## config.mk

```make
export PLATFORM = sky130hd
export DESIGN_NAME = root_entry_decoder
export DESIGN_NICKNAME = d
export VERILOG_FILES = /design/src/hdl/root_entry_pkg.sv /design/src/hdl/root_entry_check.sv /design/src/hdl/root_entry_decoder.sv
export VERILOG_INCLUDE_DIRS = /design/src /design/src/hdl
export SDC_FILE = /design/constraint.sdc
export NUM_CORES = 1
export LEC_CHECK = 0
export BUFFER_PORTS_ARGS = -buffer_cell sky130_fd_sc_hd__buf_2
export CORE_UTILIZATION = 28
export DETAILED_ROUTE_END_ITERATION = 8
export GPL_ROUTABILITY_DRIVEN = 0
export SLEW_MARGIN = 20
export SYNTH_ARGS = -nofsm -noshare
export SYNTH_HDL_FRONTEND = slang
export SYNTH_HIERARCHICAL = 1
export SYNTH_SLANG_ARGS = --single-unit
```

## constraint.sdc

```tcl
create_clock -name clk -period 6.9 [get_ports clk]
set_input_delay 0.69 -clock clk [delete_from_list [all_inputs] [get_ports clk]]
set_output_delay 0.69 -clock clk [all_outputs]
set_load 0.05 [all_outputs]
```

## src/hdl/root_entry_regs.svh

```systemverilog
`ifndef ROOT_ENTRY_REGS_SVH
`define ROOT_ENTRY_REGS_SVH

// Root-entry field layout
`define RE_PRESENT_BIT 0
`define RE_RSVD_LO_MSB 11
`define RE_RSVD_LO_LSB 1
`define RE_CTP_MSB 63
`define RE_CTP_LSB 12
`define RE_RSVD_HI_MSB 127
`define RE_RSVD_HI_LSB 64
// Entry size in bytes as a shift (16 bytes)
`define RE_ENTRY_SHIFT 4
// Platform host address width, default value
`define HOST_ADDRESS_WIDTH_DEF 6'h27
// Fault codes
`define FAULT_NONE 2'h0
`define FAULT_NOT_PRESENT 2'h1
`define FAULT_RESERVED 2'h2

// Register map
`define REG_ROOT_BASE_LO 8'h00
`define REG_ROOT_BASE_HI 8'h04
`define REG_HAW 8'h08
`define REG_STATUS 8'h0C
`define REG_CTP_LO 8'h10
`define REG_CTP_HI 8'h14
`define REG_COUNT 8'h18

`endif

```

## src/hdl/root_entry_pkg.sv

```systemverilog
`default_nettype none
package root_entry_pkg;

    // Request from the remapping pipeline
    typedef struct packed {
        logic [7:0] bus;
        logic [15:0] tag;
    } dma_req_t;

    // Decode result toward the context-entry stage
    typedef struct packed {
        logic [15:0] tag;
        logic blocked;
        logic [1:0] fault;
        logic [63:0] ctx_table_base;
    } decode_rsp_t;

    // Decoder states
    typedef enum logic [3:0] {
        ST_IDLE = 4'h1,
        ST_FETCH = 4'h2,
        ST_WAIT = 4'h4,
        ST_DONE = 4'h8
    } dec_state_t;

endpackage : root_entry_pkg
`default_nettype wire

```

## src/hdl/root_entry_check.sv

```systemverilog
`default_nettype none
`include "root_entry_regs.svh"
// Pure combinational evaluation of one fetched root-entry
module root_entry_check (
    input wire logic [127:0] entry,
    input wire logic [5:0] host_address_width,
    output logic present,
    output logic rsvd_bad,
    output logic [63:0] ctx_table_base
);
    logic [63:0] haw_mask; // Ones below host address width

    // Mask pointer above host address width, check reserved fields
    always_comb begin
        haw_mask = (64'h1 << host_address_width) - 64'h1;
        present = entry[`RE_PRESENT_BIT];
        ctx_table_base = 64'h0;
        ctx_table_base[`RE_CTP_MSB:`RE_CTP_LSB] = entry[`RE_CTP_MSB:`RE_CTP_LSB];
        ctx_table_base = ctx_table_base & haw_mask;
        // Reserved fields only matter for a present entry
        rsvd_bad = present && ((|entry[`RE_RSVD_HI_MSB:`RE_RSVD_HI_LSB])
                   || (|entry[`RE_RSVD_LO_MSB:`RE_RSVD_LO_LSB]));
    end
endmodule : root_entry_check
`default_nettype wire

```

## src/hdl/root_entry_decoder.sv

```systemverilog
// Functional notes
// - Bit 0 clear blocks the DMA request
// - Present entry with clear reserved fields yields context table for request
// - Bits 63:12 give 4KB-aligned context table base
// - Reserved fields checked only when present
// - Pointer bits at and above host address width ignored
//
// The register offsets and the plain strobed port were chosen for this implementation.
`default_nettype none
`include "root_entry_regs.svh"
module root_entry_decoder (
    input wire logic clk,
    input wire logic nrst,
    // Register port
    input wire logic [7:0] reg_addr,
    input wire logic [31:0] reg_wdata,
    input wire logic reg_wr,
    input wire logic reg_rd,
    output logic [31:0] reg_rdata,
    // DMA request in
    input wire logic req_valid,
    input wire root_entry_pkg::dma_req_t req,
    output logic req_ready,
    // Memory read for root-entry fetch
    output logic mem_rd,
    output logic [63:0] mem_addr,
    input wire logic mem_valid,
    input wire logic [127:0] mem_data,
    // Result
    output logic rsp_valid,
    output root_entry_pkg::decode_rsp_t rsp
);
    // Decode sequence, one request in flight
    // Cycle 0: request taken while ready high
    // Cycle 1: ready low, request held
    // Cycle 2: fetch strobe, fetch address out
    // Cycle 3 or later: whole entry returned
    // Next cycle: entry held for evaluation
    // Cycle after: result strobe, ready back high
    // Memory latency only stretches the wait
    // Answer ignored outside the wait state
    // Next request may meet the result strobe
    // Result fields held until the next result
    // Fetch address held until the next fetch
    // Request fields not sampled while busy
    // Tag returned unchanged with the result
    // No ordering between buses beyond arrival
    // One outstanding fetch at any time

    // Register side: root table base, address width
    // Status, pointer and count for software to read
    // Width 0 masks the whole pointer away
    // Width 63 keeps all but the top pointer bit
    // Width reset value matches the platform default

    // Register state
    logic [63:0] root_base_q, root_base_d; // Root table base
    logic [5:0] haw_q, haw_d; // Host address width
    logic [31:0] rdata_q, rdata_d; // Read data pipeline
    logic [31:0] count_q, count_d; // Blocked request count
    logic [1:0] last_fault_q, last_fault_d; // Last fault code
    logic [63:0] last_ctp_q, last_ctp_d; // Last resolved pointer

    // Decode state, one set for the request in flight
    // Not software visible, except through the
    // status, pointer and count words
    // Decoder state
    root_entry_pkg::dec_state_t state_q, state_d;
    root_entry_pkg::dma_req_t cur_q, cur_d; // Captured request
    logic mem_rd_q, mem_rd_d; // Fetch strobe
    logic [63:0] mem_addr_q, mem_addr_d; // Fetch address
    logic [127:0] entry_q, entry_d; // Fetched entry
    logic rsp_valid_q, rsp_valid_d; // Result strobe
    root_entry_pkg::decode_rsp_t rsp_q, rsp_d; // Result
    logic ready_q, ready_d; // Accept flag

    // Evaluation of the fetched entry
    // Valid while in the done state
    // Ignored in every other state
    logic ent_present; // Present flag
    logic ent_rsvd_bad; // Reserved bits set in a present entry
    logic [63:0] ent_ctp; // Masked table base

    // Entry evaluation, purely combinational
    // Fed from the registered entry only
    // Width taken live from its register
    // Width change applies to the next result
    // Pointer bits at and above the width read zero
    // Reserved bits judged only for a present entry
    // Low twelve pointer bits always zero
    // Outputs used only in the done state
    root_entry_check u_check (
        .entry(entry_q),
        .host_address_width(haw_q),
        .present(ent_present),
        .rsvd_bad(ent_rsvd_bad),
        .ctx_table_base(ent_ctp)
    );

    // Entry registered before evaluation
    // Wide reductions kept off the return path
    // Present flag tested first
    // Cleared flag blocks whatever else is set
    // Stray data in an absent entry never faults
    // No pointer leaks from an absent entry
    // Reserved bits in a present entry block too
    // Malformed entry never trusted with a pointer
    // Blocked results carry a zero table base
    // Good results update the last pointer word
    // Every blocked result bumps the count
    // Count wraps silently at its full width
    // Fault code kept for the status word
    // Fetch address from the base at fetch time
    // Base change mid-request affects that fetch
    // Strobes default low, one cycle each
    // Unknown state falls back to idle and ready

    // Next-state logic of the decode sequence
    always_comb begin
        state_d = state_q;
        cur_d = cur_q;
        mem_rd_d = 1'b0;
        mem_addr_d = mem_addr_q;
        entry_d = entry_q;
        rsp_valid_d = 1'b0;
        rsp_d = rsp_q;
        ready_d = ready_q;
        count_d = count_q;
        last_fault_d = last_fault_q;
        last_ctp_d = last_ctp_q;
        case (state_q)
            root_entry_pkg::ST_IDLE: begin
                // Take a request while ready
                if (req_valid && ready_q) begin
                    cur_d = req;
                    // Ready low until the result goes out
                    ready_d = 1'b0;
                    state_d = root_entry_pkg::ST_FETCH;
                end
            end
            root_entry_pkg::ST_FETCH: begin
                // Bus number indexes 16-byte entries
                mem_rd_d = 1'b1;
                mem_addr_d = root_base_q + (64'(cur_q.bus) << `RE_ENTRY_SHIFT);
                state_d = root_entry_pkg::ST_WAIT;
            end
            root_entry_pkg::ST_WAIT: begin
                // Wait for the whole 128-bit word
                // Data lines may toggle meanwhile
                if (mem_valid) begin
                    entry_d = mem_data;
                    state_d = root_entry_pkg::ST_DONE;
                end
            end
            root_entry_pkg::ST_DONE: begin
                rsp_valid_d = 1'b1;
                rsp_d.tag = cur_q.tag;
                if (!ent_present) begin
                    // Not present: block, fields ignored
                    rsp_d.blocked = 1'b1;
                    rsp_d.fault = `FAULT_NOT_PRESENT;
                    rsp_d.ctx_table_base = 64'h0;
                end else if (ent_rsvd_bad) begin
                    // Present but reserved bits set
                    rsp_d.blocked = 1'b1;
                    rsp_d.fault = `FAULT_RESERVED;
                    rsp_d.ctx_table_base = 64'h0;
                end else begin
                    // Present: hand on the context table
                    rsp_d.blocked = 1'b0;
                    rsp_d.fault = `FAULT_NONE;
                    rsp_d.ctx_table_base = ent_ctp;
                    last_ctp_d = ent_ctp;
                end
                // Count every blocked result
                if (!ent_present || ent_rsvd_bad) begin
                    count_d = count_q + 32'h1;
                end
                // Fault code for the status word
                last_fault_d = !ent_present ? `FAULT_NOT_PRESENT :
                               (ent_rsvd_bad ? `FAULT_RESERVED : `FAULT_NONE);
                ready_d = 1'b1;
                state_d = root_entry_pkg::ST_IDLE;
            end
            default: begin
                state_d = root_entry_pkg::ST_IDLE;
                ready_d = 1'b1;
            end
        endcase
    end

    // Register map, 32-bit words
    // Root table base low, bits 11:0 forced zero
    // Root table base high, taken as written
    // Host address width, six bits used
    // Status: last fault, busy, ready
    // Last good table pointer, low word
    // Last good table pointer, high word
    // Count of blocked requests
    // Status, pointer and count read only
    // Writes to read-only words dropped
    // Unmapped writes dropped
    // Unmapped reads return zero
    // Read data one cycle after the strobe
    // Read data zero in every other cycle
    // Width change applies to the next result
    // Base change lands on the next fetch
    // Base rewritten by software only when idle

    // Next values of the register port
    always_comb begin
        root_base_d = root_base_q;
        haw_d = haw_q;
        rdata_d = 32'h0;
        if (reg_wr) begin
            case (reg_addr)
                // Root table base, 4KB aligned
                `REG_ROOT_BASE_LO: root_base_d[31:0] = {reg_wdata[31:12], 12'h000};
                `REG_ROOT_BASE_HI: root_base_d[63:32] = reg_wdata;
                // Upper bits of the width word ignored
                `REG_HAW: haw_d = reg_wdata[5:0];
                default: begin
                end
            endcase
        end
        if (reg_rd) begin
            case (reg_addr)
                `REG_ROOT_BASE_LO: rdata_d = root_base_q[31:0];
                `REG_ROOT_BASE_HI: rdata_d = root_base_q[63:32];
                `REG_HAW: rdata_d = {26'h0, haw_q};
                // Busy, ready and last fault
                `REG_STATUS: rdata_d = {28'h0, last_fault_q, ~ready_q, ready_q};
                `REG_CTP_LO: rdata_d = last_ctp_q[31:0];
                `REG_CTP_HI: rdata_d = last_ctp_q[63:32];
                `REG_COUNT: rdata_d = count_q;
                default: rdata_d = 32'h0;
            endcase
        end
    end

    // Decode reset: idle and ready
    // No fetch or result strobe out of reset
    // Count, fault and last pointer cleared
    // Entry cleared, reads as absent
    // Asynchronous clear, synchronous release
    // First request allowed at the first edge
    // Entry register written only on an answer
    // Current request written only on a take
    // Decode state registers
    always_ff @(posedge clk or negedge nrst) begin
        if (!nrst) begin
            state_q <= root_entry_pkg::ST_IDLE;
            cur_q <= '0;
            mem_rd_q <= 1'b0;
            mem_addr_q <= 64'h0;
            entry_q <= 128'h0;
            rsp_valid_q <= 1'b0;
            rsp_q <= '0;
            ready_q <= 1'b1;
            count_q <= 32'h0;
            last_fault_q <= `FAULT_NONE;
            last_ctp_q <= 64'h0;
        end else begin
            state_q <= state_d;
            cur_q <= cur_d;
            mem_rd_q <= mem_rd_d;
            mem_addr_q <= mem_addr_d;
            entry_q <= entry_d;
            rsp_valid_q <= rsp_valid_d;
            rsp_q <= rsp_d;
            ready_q <= ready_d;
            count_q <= count_d;
            last_fault_q <= last_fault_d;
            last_ctp_q <= last_ctp_d;
        end
    end

    // Register port state
    always_ff @(posedge clk or negedge nrst) begin
        if (!nrst) begin
            // Base cleared, width at its default
            root_base_q <= 64'h0;
            haw_q <= `HOST_ADDRESS_WIDTH_DEF;
            rdata_q <= 32'h0;
        end else begin
            // Capture next register values
            root_base_q <= root_base_d;
            haw_q <= haw_d;
            rdata_q <= rdata_d;
        end
    end

    // Every output taken straight from a flop
    // No combinational path from input to output
    // Costs one cycle on each handshake
    // Read data zero outside its one cycle
    // Ready doubles as the idle indication
    // Fetch strobe one cycle per request
    // Result strobe one cycle per request
    // Result and address held between strobes
    // Outputs straight from flops
    assign reg_rdata = rdata_q;
    assign req_ready = ready_q;
    assign mem_rd = mem_rd_q;
    assign mem_addr = mem_addr_q;
    assign rsp_valid = rsp_valid_q;
    assign rsp = rsp_q;

endmodule : root_entry_decoder
`default_nettype wire

```

# Word level (Yosys, flattened, before mapping)
# Index checks and enable logic that the tools add are counted.
# op_classes
add_sub_neg,3
muxes,13
reduce_logical,18
bitwise_logic,4
n_shift,1
eq_ne,12
# op_table
cell,count
$pmux W32 S7,1
$mux W67,2
$add A64 B12 Y64,1
$and A64 B64 Y64,1
$reduce_or A64 Y1,1
$shl A1 B6 Y64 const A,1
$sub A64 B1 Y64 const B,1
$add A32 B1 Y32 const B,1
$mux W32,1
$eq A8 B5 Y1 const B,3
$eq A8 B4 Y1 const B,2
$reduce_and A2 Y1,8
$pmux W4 S3,1
$reduce_or A11 Y1,1
$eq A8 B3 Y1 const B,1
$logic_not A8 Y1,1
$mux W4,2
$eq A4 B1 Y1 const B,1
$eq A4 B2 Y1 const B,1
$eq A4 B3 Y1 const B,1
$eq A4 B4 Y1 const B,1
$mux W2,2
$ne A2 B2 Y1 const B,2
$mux W1,3
other kinds (7),11
# word_totals
in_bits,198
word_cells,70
out_inout_bits,182
regBits,494

# Longest topological paths before layout
# Gate-level depths: netlist of run 1.
# depth
ltp_word,5
depth_mapped,10
depth_no_buf,8

# By module
# The synthesis of run 1 kept the hierarchy.
# by_module_without_submodules
mod,area_per_inst_um2,seq_area_each_um2,instances,cells_each
root_entry_decoder,19331.0,12219.2,1,1340
root_entry_check,1084.8,0.0,1,188

# Worst setup path after synthesis of run 1
# Ideal clock, no wire load.
# synth_path
path_type,register to register
startpoint,register entry_q[67]
endpoint,register last_ctp_q[58]
n_path_buf,2
setup_slack_ns,4.041
arrival_ns,2.735
period_less_slack_ns,2.859
path_stages_with_launch,10
setup_ns,0.125
t_required_ns,6.775
cell_sequence,dfrtp_1 nor4_1 nand4_1 or4_1 o21a_1 nor2b_1 and2_1 clkbuf_1 clkbuf_1 mux2_2
# synth_via
elab_chain_cells,5
# synth_rtl
item,line,rtl
from (decl),root_entry_decoder.sv:72,"logic [127:0] entry_q, entry_d;"
from (signal assigned),root_entry_decoder.sv:268,entry_q <= entry_d;
$reduce_or A64 Y1,root_entry_check.sv:21,rsvd_bad = present && ((|entry[`RE_RSVD_HI_MSB:`RE_RSVD_HI_LSB])
$logic_or A1 B1 Y1,root_entry_check.sv:21,
$logic_and A1 B1 Y1,root_entry_check.sv:21,
net ent_rsvd_bad,root_entry_decoder.sv:81,logic ent_rsvd_bad;
$not A1 Y1 (no source line),--,
$reduce_and A3 Y1 (no source line),--,
to (signal assigned),root_entry_decoder.sv:274,last_ctp_q <= last_ctp_d;
to (decl),root_entry_decoder.sv:62,"logic [63:0] last_ctp_q, last_ctp_d;"
# The timed path passes the listed nets, and every way through them passes these cells.
# A chain may end at the register's enable or synchronous reset.

# Worst setup path after layout of run 1
# layout_path
startpoint,register entry_q[89]
endpoint,register last_ctp_q[10]
# Same word-level chain as after synthesis.

==> results by group, run 1 <==
STA
  • WHS: 59.3 ps
  • Fin. Hold Viols: 0
  • # setup viols final: 0
  • Fmax: 237 MHz
  • Final TNS setup: 0 ps
  • Layout Skew: 21.7 ps
  • Pins Over Slew Limit: 0
  • Min Clock Period, post-route: 4230 ps
  • Worst slew pin tran: 1210 ps
  • Worst relative slew slack: 19.0%
  • Final period util: 61.2%
  • RSZ-0062 raised after global routing: false

Routing
  • Wire per inst: 22.4 um
  • Drt drc: 0
  • Final WL: 64300 um
  • Via Count: 13861
  • Pre-antenna DRT Iters: 5
  • 1st-iter DRT viols: 663
  • ANT nets after route: 0
  • Vias per cell: 4.82

Clock network
  • Root Driver: clkbuf_16
  • CTS resizes: 0
  • Clock slew at the register clock pins of the worst setup and hold paths: 60 ps
  • H-tree Lvls: 2
  • CTS tree: done
  • Setup bufs post-CTS: 0
  • Clock Latency Late Sink: 620 ps
  • CTS sink cnt: 487
  • CTS Buf Count: 55
  • Clk buf depth: 3
  • CTS Hold Bufs: 0

Finish
  • Most frequent cells in the layout: dfrtp_1 (481), buf_2 (373), mux2_2 (361), nand2_1 (88), a22o_1 (65)
  • Layout area overhead: 22.5%
  • Fin util: 34.8%
  • Commonest non-fill, non-tap cell in the layout: dfrtp_1
  • Multi-input gate area: 0.00766 sq mm
  • Nets@finish: 2075
  • Fillers: 7059
  • Ratio of cells with drive above 1 in the final layout: 45.7%
  • Seq. cell area: 0.0122 sq mm

Critical path
  • CP Launch Type: flip-flop
  • Slowest Stage Delay on Critical Path: 740 ps
  • Top cell family by delay on the critical path: simple AND/OR/NAND/NOR gates
  • Worst Path Max Fanout: 55
  • CP cell instances: nor4_1, nand4_1, or4_1, o21a_1, nor2b_1, and2_4, buf_4, mux2_2
  • Crit path buf inv count: 1
  • Crit-path slowest cell: and2_4
  • CP Class: reg2reg
  • Worst EP required: 7390 ps
  • CP arrival: 4710 ps
  • Endpoint class of the critical path: flip-flop

Synth
  • Avg Inst Size Synth: 13.4 sq um
  • Gate Count Post-Synth: 1526
  • Post-Syn Area: 0.0204 sq mm
  • Synth Warn #: 6

Die
  • Chip Height: 272 um
  • Core Region: 0.0717 sq mm
  • Die area: 0.0739 sq mm
  • Die width: 272 um
  • Initial core utilization: 28.4%
  • Std cell rows: 98
  • I/O pin cnt: 380

Place
  • Hpwl dp: 47400 um
  • I/O Buffers: 374

Pwr
  • Switch share: 29.8%
  • Maximum VDD drop: 0.000219 V
  • Cell Pwr Density: 320 mW/mm^2
  • Internal power: 0.00561 W
  • Leak Pwr: 12.8 nW
  • Psw: 0.00238 W
  • Clock power frac: 36.1%
  • Combinational share of power: 18.0%
  • Share of power burned in registers: 45.9%

GRT
  • Wire length of the first global-routing pass: 95400 um
  • Largest net degree at the start of global routing: 179
  • Total gr overflow: 0
  • Gr usage total: 17.3%
  • Vias in the first global route: 14621
  • Initial antenna violation count: 28

Hold path
  • Worst hold path type: in2async

Outcome
  • Status: finished clean

Flow run
  • Max Cap Violations: 0
==> worst paths after layout <==
| kind | cells past startpoint | startpoint | slack (ps) | to |
|---|---|---|---|---|
| worst max-delay path | 8 | entry_q[89]$_DFFE_PN0P_ | 2670 | last_ctp_q[10]$_DFFE_PN0P_ |
| worst min-delay path | 1 | nrst | 60 | cur_q[15]$_DFFE_PN0P_ |
| worst max register to register | 8 | entry_q[89]$_DFFE_PN0P_ | 2670 | last_ctp_q[10]$_DFFE_PN0P_ |
| worst min register to register | 2 | cur_q[8]$_DFFE_PN0P_ | 460 | rsp[75]$_DFFE_PN0P_ |
| max in group asynchronous | 2 | nrst | 5170 | rsp[35]$_DFFE_PN0P_ |
| min in group clk | 2 | mem_data[124] | 290 | entry_q[124]$_DFFE_PN0P_ |
==> flip-flops by register name (all words and copies together), names as in the netlist <==
| name | cells |
|---|---|
| last_ctp_q | 64 |
| mem_addr | 60 |
| entry_q | 127 |
| root_base_q | 52 |
| reg_rdata | 32 |
| rsp_valid | 1 |
| cur_q | 24 |
| state_q | 4 |
| mem_rd | 1 |
| rsp | 81 |
| last_fault_q | 2 |
| count_q | 32 |
| req_ready | 1 |
| haw_q | 6 |
==> cell type report <==
cell class | count | share of cell area [%]
Inverter | 12 | 0.180
Antenna cell | 3 | 0.0301
Sequential cell | 487 | 48.8
Tap cell | 950 | 4.76
Multi-Input combinational cell | 924 | 30.7
Clock buffer | 68 | 5.95
Clock inverter | 36 | 1.26
Timing Repair Buffer | 396 | 8.31
==> worst register-to-register path, stage by stage (launching register included) <==
cell	delay [ps]
dfrtp_1	380
nor4_1	470
nand4_1	160
or4_1	560
o21a_1	220
nor2b_1	560
and2_4	740
buf_4	590
mux2_2	410
==> power groups by stage <==
stage	Combinational, W	Clock (W)	Sequential [W]
3_3_place_gp	0.00142	0	0.00368
3_5_place_dp	0.00146	0	0.00371
5_1_grt	0.00155	0.00309	0.00373
2_1_floorplan	0.000741	0	0.00392
4_1_cts	0.00147	0.00298	0.00366
6_report	0.00144	0.00288	0.00366
==> layer usage <==
metal  global-route usage (%)  wire length, um  vias to the layer above
met5                        0              263                        -
met4                     6.45             2440                       42
met3                     6.86             6060                      156
met2                     27.6            29600                      467
met1                     20.9            25900                     7000
li1                         -                -                     6196
==> through the flow <==
| step | power, W | std cells | setup WS [ps] | cell area (sq um) |
|---|---|---|---|---|
| 2_1_floorplan | 0.00466 | 1541 | 4040 | 20400 |
| 6_report | 0.00799 | 2876 | 2670 | 25000 |
| 5_1_grt | 0.00837 | 2875 | 2490 | 25000 |
| 4_1_cts | 0.00811 | 2873 | 2570 | 25000 |
| 3_5_place_dp | 0.00517 | 2769 | 2630 | 23200 |
| 3_3_place_gp | 0.00510 | 2769 | 2700 | 23200 |
Power figures use the tool's default switching activity.
==> run 2: changes to the inputs <==
- ABC_AREA: default -> 1
- clock period: 6.9 -> 4.3 ns (I/O delays scaled with it)
==> run 2 against run 1 <==
Compared with the run above:
- utilization is 0.95 points higher
- fmax grew 45%
- sequential cell count stayed put
- final cell count rose by 48%
- via count grew 38%
- wire length rose by 13%
- sequential power grew 68%
- global-route usage increased by 0.70 points
- count of clock-buffer cells in the layout grew 6
- final area is 11% higher
- sequential share of layout area shrank 5.0 points
- largest cell class unchanged
==> results by group, run 2 <==
GRT
  • Wire length of the first global-routing pass: 109000 um (+15%)
  • Vias in the first global route: 18535 (+27%)
  • Gr usage total: 18.0% (+0.70 points)
  • Largest net degree at the start of global routing: 193 (+7.8%)
  • Total gr overflow: 0 (unchanged)
  • Initial antenna violation count: 6 (-79%)

Pwr
  • Cell Pwr Density: 513 mW/mm^2 (+60%)
  • Maximum VDD drop: 0.000308 V (+41%)
  • Clock power frac: 34.0% (-2.1 points)
  • Psw: 0.00486 W (+100%)
  • Share of power burned in registers: 43.1% (-2.8 points)
  • Leak Pwr: 14.3 nW (+12%)
  • Switch share: 34.1% (+4.3 points)
  • Internal power: 0.00939 W (+67%)
  • Combinational share of power: 22.9% (+4.9 points)

Die
  • Die area: 0.0800 sq mm (+8.2%)
  • I/O pin cnt: 380 (unchanged)
  • Chip Height: 283 um (+4.0%)
  • Std cell rows: 102 (+4.1%)
  • Core Region: 0.0777 sq mm (+8.4%)
  • Initial core utilization: 28.4% (about the same)
  • Die width: 283 um (+4.0%)

Finish
  • Max reg flops: 127 (unchanged)
  • Commonest non-fill, non-tap cell in the layout: nand2_1
  • Layout area overhead: 26.0%
  • Largest register by flop count: entry_q
  • Seq. cell area: 0.0122 sq mm (unchanged)
  • Most frequent cells in the layout: nand2_1 (1006), dfrtp_1 (481), buf_2 (373), inv_1 (244), nor2_1 (239)
  • Post-Layout Cell Count: 4259 (+48%)
  • Ratio of cells with drive above 1 in the final layout: 17.4% (-28 points)
  • Fillers: 8186 (+16%)
  • Nets@finish: 3376 (+63%)
  • Multi-input gate area: 0.00821 sq mm (+7.1%)

Routing
  • Pre-antenna DRT Iters: 5 (unchanged)
  • Via Count: 19080 (+38%)
  • 1st-iter DRT viols: 1287 (+94%)
  • ANT nets after route: 0 (unchanged)
  • Final WL: 72800 um (+13%)
  • Drt drc: 0 (unchanged)
  • Wire per inst: 17.1 um (-24%)
  • Vias per cell: 4.48 (-7.0%)

Critical path
  • Endpoint class of the critical path: flip-flop
  • Worst Path Max Fanout: 18 (-67%)
  • CP Launch Type: flip-flop
  • Worst EP required: 4830 ps (-2560 ps)
  • CP arrival: 3450 ps (-1260 ps)
  • CP Class: reg2reg

STA
  • Fmax: 343 MHz (+45%)
  • Min Clock Period, post-route: 2910 ps (-1310 ps)
  • Fin. Hold Viols: 0 (unchanged)
  • Worst slew pin tran: 1110 ps (-109 ps)
  • RSZ-0062 raised after global routing: false
  • Layout Skew: 22.4 ps (+0.659 ps)
  • Final TNS setup: 0 ps (unchanged)
  • Final period util: 67.8% (+6.5 points)
  • Pins Over Slew Limit: 0 (unchanged)
  • Worst relative slew slack: 26.2% (+7.2 points)
  • # setup viols final: 0 (unchanged)
  • Final Worst Setup Slack: 1390 ps (-1290 ps)

Clock network
  • Root Driver: clkbuf_16
  • CTS Hold Bufs: 111 (+111)
  • Setup bufs post-CTS: 0 (unchanged)
  • H-tree Lvls: 2 (unchanged)
  • Clk buf depth: 3 (unchanged)
  • CTS tree: done
  • CTS Buf Count: 54 (-1.8%)
  • Clock Latency Late Sink: 630 ps (about the same)
  • Clock slew at the register clock pins of the worst setup and hold paths: 60 ps (about the same)
  • CTS resizes: 0 (unchanged)
  • CTS sink cnt: 487 (unchanged)

Synth
  • Post-Syn Area: 0.0221 sq mm (+8.3%)
  • Synth Warn #: 6 (unchanged)
  • Gate Count Post-Synth: 2737 (+79%)
  • Avg Inst Size Synth: 8.06 sq um (-40%)

Place
  • Dpl ws: 1420 ps (-1200 ps)
  • DP Cell Count: 4048 (+46%)
  • I/O Buffers: 374 (unchanged)
  • Hpwl dp: 52100 um (+10%)

Hold path
  • Worst hold path type: in2reg

Outcome
  • Status: finished clean

Flow run
  • Max Cap Violations: 0 (unchanged)
==> run 2: per-stage QoR <==
step | hold slack [ps] | total power (W) | instance area, sq um | util, %
2_1_floorplan | 134 | 0.00835 | 22100 | -
3_3_place_gp | 457 | 0.00934 | 24800 | 31.9
3_5_place_dp | 461 | 0.00941 | 24800 | 31.9
4_1_cts | 0.325 | 0.0144 | 27700 | 35.7
5_1_grt | 0.00205 | 0.0150 | 27800 | 35.8
6_report | 15.0 | 0.0142 | 27800 | 35.8
==> run 2: routing by layer <==
layer | track usage (%) | vias up | wire length [um]
met5 | 0 | - | 0
met4 | 6.72 | 0 | 2680
met3 | 3.82 | 135 | 4560
met2 | 29.9 | 523 | 34600
met1 | 22.8 | 8997 | 31000
li1 | - | 9425 | -
==> run 2: layout make-up <==
type	instances	area share, %
antenna	3	0.0270
clock buffer	74	5.60
multi-input combinational	1869	29.5
timing repair buffer	512	11.8
inverter	253	3.43
clock inverter	21	1.04
sequential	487	43.9
tap	1040	4.68
==> run 2: power by group through the flow <==
stage,clock network [W],registers [W],logic [W]
finish,0.00485,0.00614,0.00326
global route,0.00513,0.00626,0.00365
detailed placement,0,0.00621,0.00320
global placement,0,0.00618,0.00316
CTS,0.00498,0.00614,0.00329
floorplan,0,0.00694,0.00141
==> run 2: worst paths after layout <==
path / depth (start not counted) / startpoint / end / slack [ps]
worst min-delay path: 3 / mem_data[118] / entry_q[118]$_DFFE_PN0P_ / 20
worst max-delay path: 13 / entry_q[2]$_DFFE_PN0P_ / count_q[18]$_DFFE_PN0P_ / 1390
worst max register to register: 13 / entry_q[2]$_DFFE_PN0P_ / count_q[18]$_DFFE_PN0P_ / 1390
max in group asynchronous: 3 / nrst / root_base_q[24]$_DFFE_PN0P_ / 2760
min in group asynchronous: 2 / nrst / mem_addr[9]$_DFFE_PN0P_ / 440
worst min register to register: 2 / entry_q[27]$_DFFE_PN0P_ / entry_q[27]$_DFFE_PN0P_ / 470
==> run 2: worst max-delay path: stages (launching register included) <==
cell	delay, ps
dfrtp_1	400
nor4_1	360
nand3_1	240
nor2_1	160
nand4_1	230
nand2_1	140
inv_1	60
inv_1	150
nand2_1	100
nand3_2	370
inv_1	210
and2_1	210
nand2_1	70
xnor2_1	110
